==> config.mk <==
export PLATFORM = sky130hd
export DESIGN_NAME = rfo_top
export DESIGN_NICKNAME = d
export VERILOG_FILES = /design/src/rfo_pkg.sv /design/src/rfo_mon_if.sv /design/src/rfo_sync.sv /design/src/rfo_mon_latch.sv /design/src/rfo_top.sv
export SDC_FILE = /design/constraint.sdc
export NUM_CORES = 1
export LEC_CHECK = 0
export BUFFER_PORTS_ARGS = -buffer_cell sky130_fd_sc_hd__buf_2
export CAP_MARGIN = 0
export CELL_PAD_IN_SITES_DETAIL_PLACEMENT = 1
export CELL_PAD_IN_SITES_GLOBAL_PLACEMENT = 1
export CORE_ASPECT_RATIO = 1.1
export CORE_UTILIZATION = 35
export DETAILED_ROUTE_END_ITERATION = 12
export GPL_TIMING_DRIVEN = 0
export HOLD_SLACK_MARGIN = 0.1
export PLACE_DENSITY = 0.75
export SYNTH_ARGS = -nofsm -noshare
export SYNTH_HDL_FRONTEND = slang
export SYNTH_SLANG_ARGS = --single-unit
==> constraint.sdc <==
create_clock -name pclk -period 2.8 [get_ports pclk]
set_clock_uncertainty 0.05 [all_clocks]
set_input_delay 0.56 -clock pclk [delete_from_list [all_inputs] [get_ports pclk]]
set_output_delay 0.56 -clock pclk [all_outputs]
set_load 0.01 [all_outputs]
==> src/rfo_pkg.sv <==
`default_nettype none
package rfo_pkg;
  // Register indices; byte address is four times the index
  localparam logic [11:0] IDX_FORCE = 12'hA03;
  localparam logic [11:0] IDX_BYPASS = 12'hA04;
  localparam logic [11:0] IDX_GRP_CLR = 12'hA05;
  localparam logic [11:0] IDX_SYS_CLR = 12'hA06;
  localparam logic [11:0] IDX_PAIR0_CLR = 12'hA07;
  localparam logic [11:0] IDX_PAIR1_CLR = 12'hA08;
  localparam logic [11:0] IDX_SYS_MON = 12'hD08;
  localparam logic [11:0] IDX_PAIR0_MON = 12'hD09;
  localparam logic [11:0] IDX_PAIR1_MON = 12'hD0A;
  localparam logic [11:0] IDX_FAULT_STAT = 12'hD0B;

  // Reset values of the writable controls
  localparam logic [3:0] FORCE_RST = 4'h0;
  localparam logic [3:0] BYPASS_RST = 4'h0;

  // Latched monitor vector layout
  localparam int MON_W = 25;
  localparam int SYS_LSB = 0;
  localparam int PAIR0_LSB = 8;
  localparam int PAIR1_LSB = 16;
  localparam int WDOG_ALERT_BIT = 24;
  localparam int SYS_EVT_POS = 2;
  localparam int EVT_FAULT = 0;
  localparam int EVT_CLEARED = 1;
  localparam int EVT_VALID = 2;
  localparam int EVT_STRIDE = 4;

  // Implemented bits of each clear byte
  localparam logic [7:0] SYS_MASK = 8'hFC;
  localparam logic [7:0] PAIR_MASK = 8'h77;
  localparam logic [24:0] COMMON_MASK = 25'h0777_7FC;
  localparam logic [24:0] ALL_MASK = 25'h1777_7FC;

  // Group clear bit positions
  localparam int GRP_ALL = 0;
  localparam int GRP_COMMON = 1;
  localparam int GRP_LOOP0 = 2;
  localparam int GRP_WDOG = 7;
endpackage
`default_nettype wire

==> src/rfo_mon_if.sv <==
`default_nettype none
interface rfo_mon_if #(parameter int W = 25);
  logic [W-1:0] set;
  logic [W-1:0] clr;
  logic [W-1:0] flag;
  // Latch owns the flags, controller raises events and clears
  modport latch (input set, input clr, output flag);
  modport ctrl (output set, output clr, input flag);
endinterface
`default_nettype wire

==> src/rfo_sync.sv <==
`default_nettype none
module rfo_sync #(parameter int W = 4) (
  // Clock and reset
  input wire logic clk,
  input wire logic rst_n,
  // Asynchronous level in, filtered level out
  input wire logic [W-1:0] d,
  output logic [W-1:0] q
);
  logic [W-1:0] s1_q;
  logic [W-1:0] s2_q;
  logic [W-1:0] s3_q;

  // Three stages; first stage feeds only the second
  always_ff @(posedge clk or negedge rst_n)
  begin
    if (!rst_n)
    begin
      s1_q <= '0;
      s2_q <= '0;
      s3_q <= '0;
    end
    else
    begin
      s1_q <= d;
      s2_q <= s1_q;
      s3_q <= s2_q;
    end
  end

  // A change is accepted once two late stages agree, filtering one-cycle glitches
  for (genvar i = 0; i < W; i++)
  begin : g_bit
    always_ff @(posedge clk or negedge rst_n)
    begin
      if (!rst_n)
        q[i] <= 1'b0;
      else if (s2_q[i] == s3_q[i])
        q[i] <= s3_q[i];
    end
  end
endmodule
`default_nettype wire

==> src/rfo_mon_latch.sv <==
`default_nettype none
module rfo_mon_latch #(parameter int W = 25) (
  // Clock and reset
  input wire logic clk,
  input wire logic rst_n,
  // Event and clear carrier
  rfo_mon_if.latch bus
);
  // Sticky flags; an event in the clearing cycle survives
  for (genvar i = 0; i < W; i++)
  begin : g_flag
    always_ff @(posedge clk or negedge rst_n)
    begin
      if (!rst_n)
        bus.flag[i] <= 1'b0;
      else
        bus.flag[i] <= bus.set[i] | (bus.flag[i] & ~bus.clr[i]); // RULE13
    end

  end
endmodule
`default_nettype wire

==> src/rfo_top.sv <==
// Design decision made here: the APB register port.
`default_nettype none
// Behaviour
// (RULE1) Force-fault bit per input, reset 0; set means input faulted, unused.
// (RULE2) Bypass bit makes input unfaulted despite monitor; force-fault still wins.
// (RULE3) Bypass bits reset to 0 so monitors decide fault state.
// (RULE4) Writing 1 to a clear bit resets its latched monitor bit.
// (RULE5) Clear bits return to 0 by themselves after clearing.
// (RULE6) Clear bits sit at the same positions as monitor bits.
// (RULE7) Group: bit0 all, bit1 common, bits2-5 loops 0-3, bit6 reserved.
// (RULE8) Group bit 7 clears the watchdog alert.
// (RULE9) System PLL clear bits 7,5,4,3,2 as listed; bits 1:0 reserved.
// (RULE10) System PLL clear bit 6 clears the stability-expired event.
// (RULE11) First pair clear: bits 0-2 input 0, bits 4-6 input 1.
// (RULE12) Second pair clear: bits 0-2 input 2, bits 4-6 input 3.
// (RULE13) Writing 0 does nothing; a recurring event sets its bit again.
module rfo_top (
  // APB clock and reset
  input wire logic pclk,
  input wire logic presetn,
  // APB slave
  input wire logic [15:0] paddr,
  input wire logic psel,
  input wire logic penable,
  input wire logic pwrite,
  input wire logic [31:0] pwdata,
  input wire logic [3:0] pstrb,
  output logic [31:0] prdata,
  output logic pready,
  output logic pslverr,
  // Frequency monitor fault levels from the input receivers
  input wire logic [3:0] ref_monitor_fault,
  // Event pulses on pclk: [5] unlocked [4] stable [3] locked [2] cal end [1] cal start [0] watchdog
  input wire logic [5:0] sys_pll_evt,
  input wire logic [3:0] ref_validated_evt,
  // Fault state, latched monitors and loop clear pulses
  output logic [3:0] ref_faulted,
  output logic [24:0] irq_monitor,
  output logic [3:0] loop_irq_clear
);
  logic [3:0] force_q;
  logic [3:0] bypass_q;
  logic [3:0] faulted_q;
  logic [3:0] faulted_d;
  logic [3:0] mon_fault_s;
  logic [24:0] set_d;
  logic [24:0] clr_d;
  logic [24:0] clr_q;
  logic [3:0] loop_clr_d;
  logic [3:0] loop_clr_q;
  logic [31:0] prdata_q;
  logic pready_q;
  logic pslverr_q;
  logic hit;
  logic [7:0] rd_byte;
  logic setup;
  logic wr;
  logic init_q;

  rfo_mon_if #(.W(rfo_pkg::MON_W)) mon_if ();

  // Monitor fault pins come from the receivers' own timing
  rfo_sync #(.W(4)) u_sync (
    .clk(pclk),
    .rst_n(presetn),
    .d(ref_monitor_fault),
    .q(mon_fault_s)
  );

  rfo_mon_latch #(.W(rfo_pkg::MON_W)) u_latch (
    .clk(pclk),
    .rst_n(presetn),
    .bus(mon_if.latch)
  );

  // Byte address of a register index
  function automatic logic [15:0] baddr(input logic [11:0] idx);
    baddr = {2'b00, idx, 2'b00};
  endfunction

  // Bus phases; a write lands only on the accepted access edge
  assign setup = psel & ~penable;
  assign wr = psel & penable & pready_q & pwrite & pstrb[0] & ~pslverr_q;

  // Read decode; clear registers are write-only and read as zero
  always_comb
  begin
    hit = 1'b1;
    rd_byte = 8'h00;
    case (paddr)
      baddr(rfo_pkg::IDX_FORCE): rd_byte = {4'h0, force_q};
      baddr(rfo_pkg::IDX_BYPASS): rd_byte = {4'h0, bypass_q};
      baddr(rfo_pkg::IDX_GRP_CLR): rd_byte = 8'h00;
      baddr(rfo_pkg::IDX_SYS_CLR): rd_byte = 8'h00;
      baddr(rfo_pkg::IDX_PAIR0_CLR): rd_byte = 8'h00;
      baddr(rfo_pkg::IDX_PAIR1_CLR): rd_byte = 8'h00;
      baddr(rfo_pkg::IDX_SYS_MON): rd_byte = mon_if.flag[7:0];
      baddr(rfo_pkg::IDX_PAIR0_MON): rd_byte = mon_if.flag[15:8];
      baddr(rfo_pkg::IDX_PAIR1_MON): rd_byte = mon_if.flag[23:16];
      baddr(rfo_pkg::IDX_FAULT_STAT): rd_byte = {3'b000, mon_if.flag[rfo_pkg::WDOG_ALERT_BIT], faulted_q};
      default: hit = 1'b0;
    endcase
  end

  // No wait state: setup cycle captures the answer, access cycle shows it
  always_ff @(posedge pclk or negedge presetn)
  begin
    if (!presetn)
    begin
      pready_q <= 1'b0;
      pslverr_q <= 1'b0;
      prdata_q <= 32'h0000_0000;
    end
    else
    begin
      pready_q <= setup;
      pslverr_q <= setup & ~hit;
      if (setup)
        prdata_q <= (!pwrite && hit) ? {24'h00_0000, rd_byte} : 32'h0000_0000;
    end
  end

  // Control registers; reset leaves every input under its own monitor
  always_ff @(posedge pclk or negedge presetn)
  begin
    if (!presetn)
    begin
      force_q <= rfo_pkg::FORCE_RST; // RULE1
      bypass_q <= rfo_pkg::BYPASS_RST; // RULE3
    end
    else if (wr)
    begin
      if (paddr == baddr(rfo_pkg::IDX_FORCE))
        force_q <= pwdata[3:0]; // RULE1
      if (paddr == baddr(rfo_pkg::IDX_BYPASS))
        bypass_q <= pwdata[3:0]; // RULE2
    end
  end

  // Force beats bypass, bypass beats the frequency monitor
  assign faulted_d = force_q | (mon_fault_s & ~bypass_q); // RULE1 RULE2

  always_ff @(posedge pclk or negedge presetn)
  begin
    if (!presetn)
      faulted_q <= 4'h0;
    else
      faulted_q <= faulted_d;
  end

  // Event vector: system PLL events plus fault edges and validation per input
  always_comb
  begin
    set_d = '0;
    set_d[rfo_pkg::SYS_EVT_POS +: 6] = sys_pll_evt;
    set_d[rfo_pkg::WDOG_ALERT_BIT] = sys_pll_evt[0];
    for (int i = 0; i < 4; i++)
    begin
      set_d[rfo_pkg::PAIR0_LSB + i * rfo_pkg::EVT_STRIDE + rfo_pkg::EVT_FAULT] = faulted_d[i] & ~faulted_q[i];
      set_d[rfo_pkg::PAIR0_LSB + i * rfo_pkg::EVT_STRIDE + rfo_pkg::EVT_CLEARED] = ~faulted_d[i] & faulted_q[i];
      set_d[rfo_pkg::PAIR0_LSB + i * rfo_pkg::EVT_STRIDE + rfo_pkg::EVT_VALID] = ref_validated_evt[i];
    end
  end

  // Clear decode; zeros written clear nothing, reserved bits are masked off
  always_comb
  begin
    clr_d = '0;
    loop_clr_d = 4'h0;
    if (wr)
    begin
      case (paddr)
        baddr(rfo_pkg::IDX_GRP_CLR):
        begin
          if (pwdata[rfo_pkg::GRP_ALL])
          begin
            clr_d = rfo_pkg::ALL_MASK; // RULE7
            loop_clr_d = 4'hF; // RULE7
          end
          else
          begin
            if (pwdata[rfo_pkg::GRP_COMMON])
              clr_d = rfo_pkg::COMMON_MASK; // RULE7
            loop_clr_d = pwdata[rfo_pkg::GRP_LOOP0 +: 4]; // RULE7
          end
          if (pwdata[rfo_pkg::GRP_WDOG])
            clr_d[rfo_pkg::WDOG_ALERT_BIT] = 1'b1; // RULE8
        end
        baddr(rfo_pkg::IDX_SYS_CLR):
          clr_d[rfo_pkg::SYS_LSB +: 8] = pwdata[7:0] & rfo_pkg::SYS_MASK; // RULE6 RULE9 RULE10
        baddr(rfo_pkg::IDX_PAIR0_CLR):
          clr_d[rfo_pkg::PAIR0_LSB +: 8] = pwdata[7:0] & rfo_pkg::PAIR_MASK; // RULE6 RULE11
        baddr(rfo_pkg::IDX_PAIR1_CLR):
          clr_d[rfo_pkg::PAIR1_LSB +: 8] = pwdata[7:0] & rfo_pkg::PAIR_MASK; // RULE6 RULE12
        default: clr_d = '0;
      endcase
    end
  end

  // Clear strobes live one cycle, so software never writes them back
  always_ff @(posedge pclk or negedge presetn)
  begin
    if (!presetn)
    begin
      clr_q <= '0;
      loop_clr_q <= 4'h0;
    end
    else
    begin
      clr_q <= clr_d; // RULE5
      loop_clr_q <= loop_clr_d; // RULE5
    end
  end

  assign mon_if.set = set_d;
  assign mon_if.clr = clr_q; // RULE4

  // Marks the first cycle after reset release, for checking only
  always_ff @(posedge pclk or negedge presetn)
  begin
    if (!presetn)
      init_q <= 1'b0;
    else
      init_q <= 1'b1;
  end

  assign prdata = prdata_q;
  assign pready = pready_q;
  assign pslverr = pslverr_q;
  assign ref_faulted = faulted_q;
  assign irq_monitor = mon_if.flag;
  assign loop_irq_clear = loop_clr_q;
endmodule
`default_nettype wire

# [Word level (Yosys, flattened, before mapping)]
# Index checks and enable logic that the tools add are counted.
[word_totals] regBits=116 elab_cells=171 input_bits=71
[classes] eq_ne=14 reduce_logical=5 n_bitwise=98 muxes=14
[ops] operator="16-bit by 14-bit equality test with 1-bit output, second input constant" n=10
[ops] operator="25-bit two-way mux" n=2
[ops] operator="8-bit case mux with 2 select lines" n=3
[ops] operator="8-bit case mux with 6 select lines" n=1
[ops] operator="1-bit AND" n=40
[ops] operator="1-bit NOT" n=36
[ops] operator="23-bit two-way mux" n=1
[ops] operator="1-bit OR" n=19
[ops] operator="4-bit two-way mux" n=3
[ops] operator="10-bit OR reduction" n=1
[ops] operator="8-bit two-way mux" n=1
[ops] operator="4-bit AND" n=1
[ops] operator="1-bit equality test" n=4
[ops] operator="4-bit NOT" n=1
[ops] operator="4-bit OR" n=1
[ops] operator="2-bit AND reduction" n=2
[ops] operator="1-bit two-way mux" n=3
[ops] operator="1-bit logical AND" n=1
[ops] operator="1-bit zero test" n=1

# [Depth between registers and ports, before layout]
[depth] ltp_word=6 mapped_depth=6 depth_no_buf=4

# [Cells and area by module]
# From an unflattened synthesis, not the netlist that was laid out.
[hier_totals] cells_unflattened=353 hier_area_um2=3751.1
[modules_own_cells] mod="rfo_top" cells_each=258 seq_area_each_um2=1126.1 area_per_inst_um2=2398.6 n_inst=1
[modules_own_cells] mod="rfo_mon_latch" cells_each=75 seq_area_each_um2=625.6 area_per_inst_um2=907.1 n_inst=1
[modules_own_cells] mod="rfo_sync" cells_each=20 seq_area_each_um2=400.4 area_per_inst_um2=445.4 n_inst=1

# [Worst setup path after synthesis]
# OpenSTA, ideal clock, no wires.
[synth_timing] kind="input-to-reg" startpoint="input paddr[9]" endpoint="register force_q[0]" setup_ps=125 cell_stages=5 path_slack_ps=461 arrival_ps=2164 n_path_buf=1 cell_sequence="or4_4 -> buf_6 -> nor4_4 -> and2_4 -> mux2_4"
[synth_between] elab_chain_cells=2
[synth_rtl] element="start: declaration" line_no="rfo_top.sv:22" rtl="input wire logic [15:0] paddr,"
[synth_rtl] element="16-bit by 14-bit equality test with 1-bit output" line_no="rfo_top.sv:133" rtl="if (paddr == baddr(rfo_pkg::IDX_FORCE))"
[synth_rtl] element="2-bit AND reduction (no source line)"
[synth_rtl] element="end signal: assignment" line_no="rfo_top.sv:128" rtl="force_q <= rfo_pkg::FORCE_RST;"
[synth_rtl] element="end signal: assignment" line_no="rfo_top.sv:134" rtl="force_q <= pwdata[3:0];"
[synth_rtl] element="end: declaration" line_no="rfo_top.sv:41" rtl="logic [3:0] force_q;"
# Every way passes these cells.
# A chain may end at the register's enable or synchronous reset.

# [Worst setup path in the final report]
[layout_timing] startpoint="input paddr[9]" endpoint="register force_q[3]"
# Same word-level chain as after synthesis.

==> metrics.sh <==
TIMING.MAX_SLEW.REL_SLACK=0.314
CLOCK-SINKS=80
GRT_MAX_DEGREE=45
VIASPERCELL=4.93
ACHIEVABLE-FREQUENCY_MHz=434
INSERTION_DELAY_NS=0.36
FINAL_ANTENNA_NET_COUNT=0
DESIGN.PORTCOUNT=138
CELLPOWERDENSITY_mW_PER_MM2=497
SYNTHESIS.AREA_PER_INSTANCE_UM2=11.2
DIE_WIDTH_UM=98.2
MOST-COMMON-LAYOUT-CELLS='81 x buf_2, 80 x dfrtp_1, 31 x buf_4'
TOTAL_POWER_uW=2210
CTS-ROOT-TO-SINK-BUFFERS=2
WORST_SETUP_HOLD_PATH_CLK_SLEW_NS=0.09
WORSTREG2REGEND='bypass_q[2]'
START_UTIL=0.360
WORSTPATHMAXFANOUT=9
GP_CONGESTION=0.842
CRITICAL_PATH_REQUIRED_NS=2.98
DRT_FIRST_PASS_ITERS=11
POST_CTS_RESIZE_COUNT=0
DRT_DRC_VIOLATIONS_LEFT=7
ROW_COUNT=38
FIN_SETUP_TNS_NS=0
COMBINED_AREA_OF_ALL_SYNTHESIZED_CELLS_MM2=0.00356
REG2REGPATHDEPTH=6
SEQ_AREA_FRAC_SYNTH=0.562
POST-CTS-SETUP-BUFFER-COUNT=0
DRT_WL_TOTAL_MM=9.12
SEQ_AREA_MM2=0.00200
RSZ0062_AT_GRT='no'
MULTI_INPUT_COMB_AREA_MM2=0.00128
FAILED_CHECKS='DRC'
IR_DROP_V=0.000311
FINAL_PERIOD_MINUS_WORST_SETUP_SLACK_NS=2.30
AVERAGE_WIRE_LENGTH_PER_CELL_AFTER_DETAIL_ROUTING_UM=16.2
WORST_HOLD_PATH_TYPE='primary input to async pin'
SETUP-VIOLATIONS-FINAL=0
GRT_FIRST_PASS_WIRELENGTH_MM=14.7
CTS_HOLD_BUFFERS=0
SETUP.WORST_PATH.END_CLASS='flip-flop'
DRIVE_GT1_FRAC=0.336
PART_OF_THE_CYCLE_THE_WORST_PATH_NEEDS=0.822
CRITICAL_PATH_CLASS='primary input to flip-flop'
TOTAL_CTS_BUFFERS=9
CP_DATA_ARRIVAL_TIME_NS=2.48
NUMBER_OF_ANTENNA_VIOLATIONS_AT_THE_FIRST_CHECK_IN_GLOBAL_ROUTING=0
H-TREE-DEPTH=3
GRT_UTIL_ALL_LAYERS=0.184
SYNTH.DISTINCT_CELLS=54
VIAS=2781
FP.DIEAREA_MM2=0.0106
TRITONCTS='yes'
OUTCOME='finished, violations left'
LEAKAGEPOWER_uW=0.00224
GRT-OVFL-TOTAL=0
CLOCK-ROOT-BUFFER='clkbuf_8'
YOSYS_WARNING_TOTAL=0
GRT_PASS1_VIAS=2901
POSTSYNTHCELLCOUNT=318
CORE_BOX_AREA_MM2=0.00989
MAX_CAPACITANCE_VIOLATION_TOTAL=0
FINAL_HOLD_VIOLATION_COUNT=0
NUMBER_OF_INSERTED_DIODES=0
SYNTH-SEQ-CELLS=80
BUFFER_PORTS.INSERTED=80
STARTPOINT_TYPE='primary input'
FINAL_COMMON_CELL='buf_2'
DRT_FIRST_ITER_VIOLATIONS=149
MAXSLEWVIOLCOUNT=0
SYNTHTOLAYOUTAREAGROWTH_PCT=24.6
R2R_SETUP_SLACK_NS=0.64
FILLER_CELL_COUNT=1126
DIE-HEIGHT_UM=108
FINAL_NET_COUNT=510
WORSTREG2REGSTART='pready'
TIGHTESTPINTRANSITION_NS=1.02
DP_HPWL_MM=7.00
## Yosys cell counts, drive strengths merged
cell | instances | area, um^2
a211oi | 1 | 7.51
a21o | 15 | 113
a21oi | 13 | 65.1
a222oi | 1 | 10.0
a22o | 2 | 17.5
a22oi | 3 | 22.5
a31o | 2 | 17.5
a31oi | 1 | 6.26
and2 | 5 | 33.8
and3 | 2 | 12.5
buf | 33 | 246
clkbuf | 8 | 30.0
conb | 1 | 3.75
dfrtp | 80 | 2000
inv | 30 | 113
maj3 | 4 | 40.0
mux2 | 6 | 82.6
mux2i | 3 | 30.0
mux4 | 2 | 45.0
nand2 | 21 | 78.8
nand2b | 1 | 6.26
nand3 | 11 | 55.1
nand3b | 1 | 7.51
nand4 | 2 | 12.5
nand4bb | 2 | 22.5
nor2 | 16 | 60.1
nor2b | 2 | 12.5
nor3 | 2 | 15.0
nor3b | 3 | 22.5
nor4 | 6 | 80.1
o2111a | 1 | 11.3
o2111ai | 1 | 8.76
o21ai | 11 | 55.1
o22ai | 5 | 31.3
o2bb2ai | 1 | 8.76
o31a | 1 | 8.76
o31ai | 4 | 30.0
o41ai | 6 | 60.1
or2 | 1 | 6.26
or3 | 1 | 6.26
or3b | 1 | 8.76
or4 | 4 | 33.8
or4b | 2 | 23.8
## flip-flops by register name, summed over array words and instances (netlist names)
signal / count
clr_q: 19
u_latch.bus.flag: 19
prdata: 8
bypass_q: 4
force_q: 4
loop_irq_clear: 4
ref_faulted: 4
u_sync.q: 4
u_sync.s1_q: 4
u_sync.s2_q: 4
u_sync.s3_q: 4
pready: 1
pslverr: 1
## layout make-up
type / count / area share
Multi-Input combinational cell: 196 / 0.288
Clock inverter: 6 / 0.0132
Sequential cell: 80 / 0.451
Tap cell: 120 / 0.0338
Buffer: 41 / 0.0623
Inverter: 30 / 0.0254
Timing Repair Buffer: 81 / 0.0952
Clock buffer: 10 / 0.0310
## layer usage
| metal | global-route usage | share of wire | up-vias |
|---|---|---|---|
| li1 | - | - | 1287 |
| met1 | 0.229 | 0.43 | 1387 |
| met2 | 0.306 | 0.50 | 88 |
| met3 | 0.0299 | 0.040 | 19 |
| met4 | 0.0991 | 0.030 | 0 |
| met5 | 0 | 0 | - |
## worst max path at each step
stage,end,startpoint,slack (ns),cells past startpoint
after detailed placement,force_q[3],paddr[9],0.12,6
final,force_q[3],paddr[9],0.50,6
after floorplan,force_q[0],paddr[9],0.46,5
after global placement,force_q[3],paddr[9],0.16,6
after CTS,force_q[3],paddr[9],0.50,6
after global routing,bypass_q[3],pwrite,0.41,7
## power by group
group	switching, uW	internal [uW]	leakage (uW)
registers	8.21	1170	0.00100
logic	105	77.8	0.00113
clock network	413	432	0.000106
total	527	1680	0.00224
## critical path, cell delays in order
cell and delay, ns:
buf_2 0.10, or4_4 0.52, buf_6 0.15, nor4_4 0.53, and2_4 0.30, mux2_4 0.31
## stage by stage
| step | hold WS (ns) | std cells | util | setup WS (ns) | cell area [um^2] |
|---|---|---|---|---|---|
| after floorplan | 0.214 | 347 | - | 0.461 | 3670 |
| after global placement | 0.282 | 547 | 0.427 | 0.163 | 4220 |
| after detailed placement | 0.286 | 548 | 0.429 | 0.118 | 4250 |
| after CTS | 0.118 | 564 | 0.449 | 0.495 | 4440 |
| after global routing | 0.136 | 564 | 0.449 | 0.405 | 4440 |
| final | 0.111 | 564 | 0.449 | 0.498 | 4440 |
## cell families after synthesis
group,Yosys count,synth area share
AND/OR/NAND/NOR,83,0.140
flip-flops,80,0.562
buffers and inverters,71,0.109
AO/OA/AOI/OAI,68,0.133
multiplexers,11,0.0442
adder cells (fa/ha/maj),4,0.0112
other,1,0.00105
(Power assumes the default switching activity.)
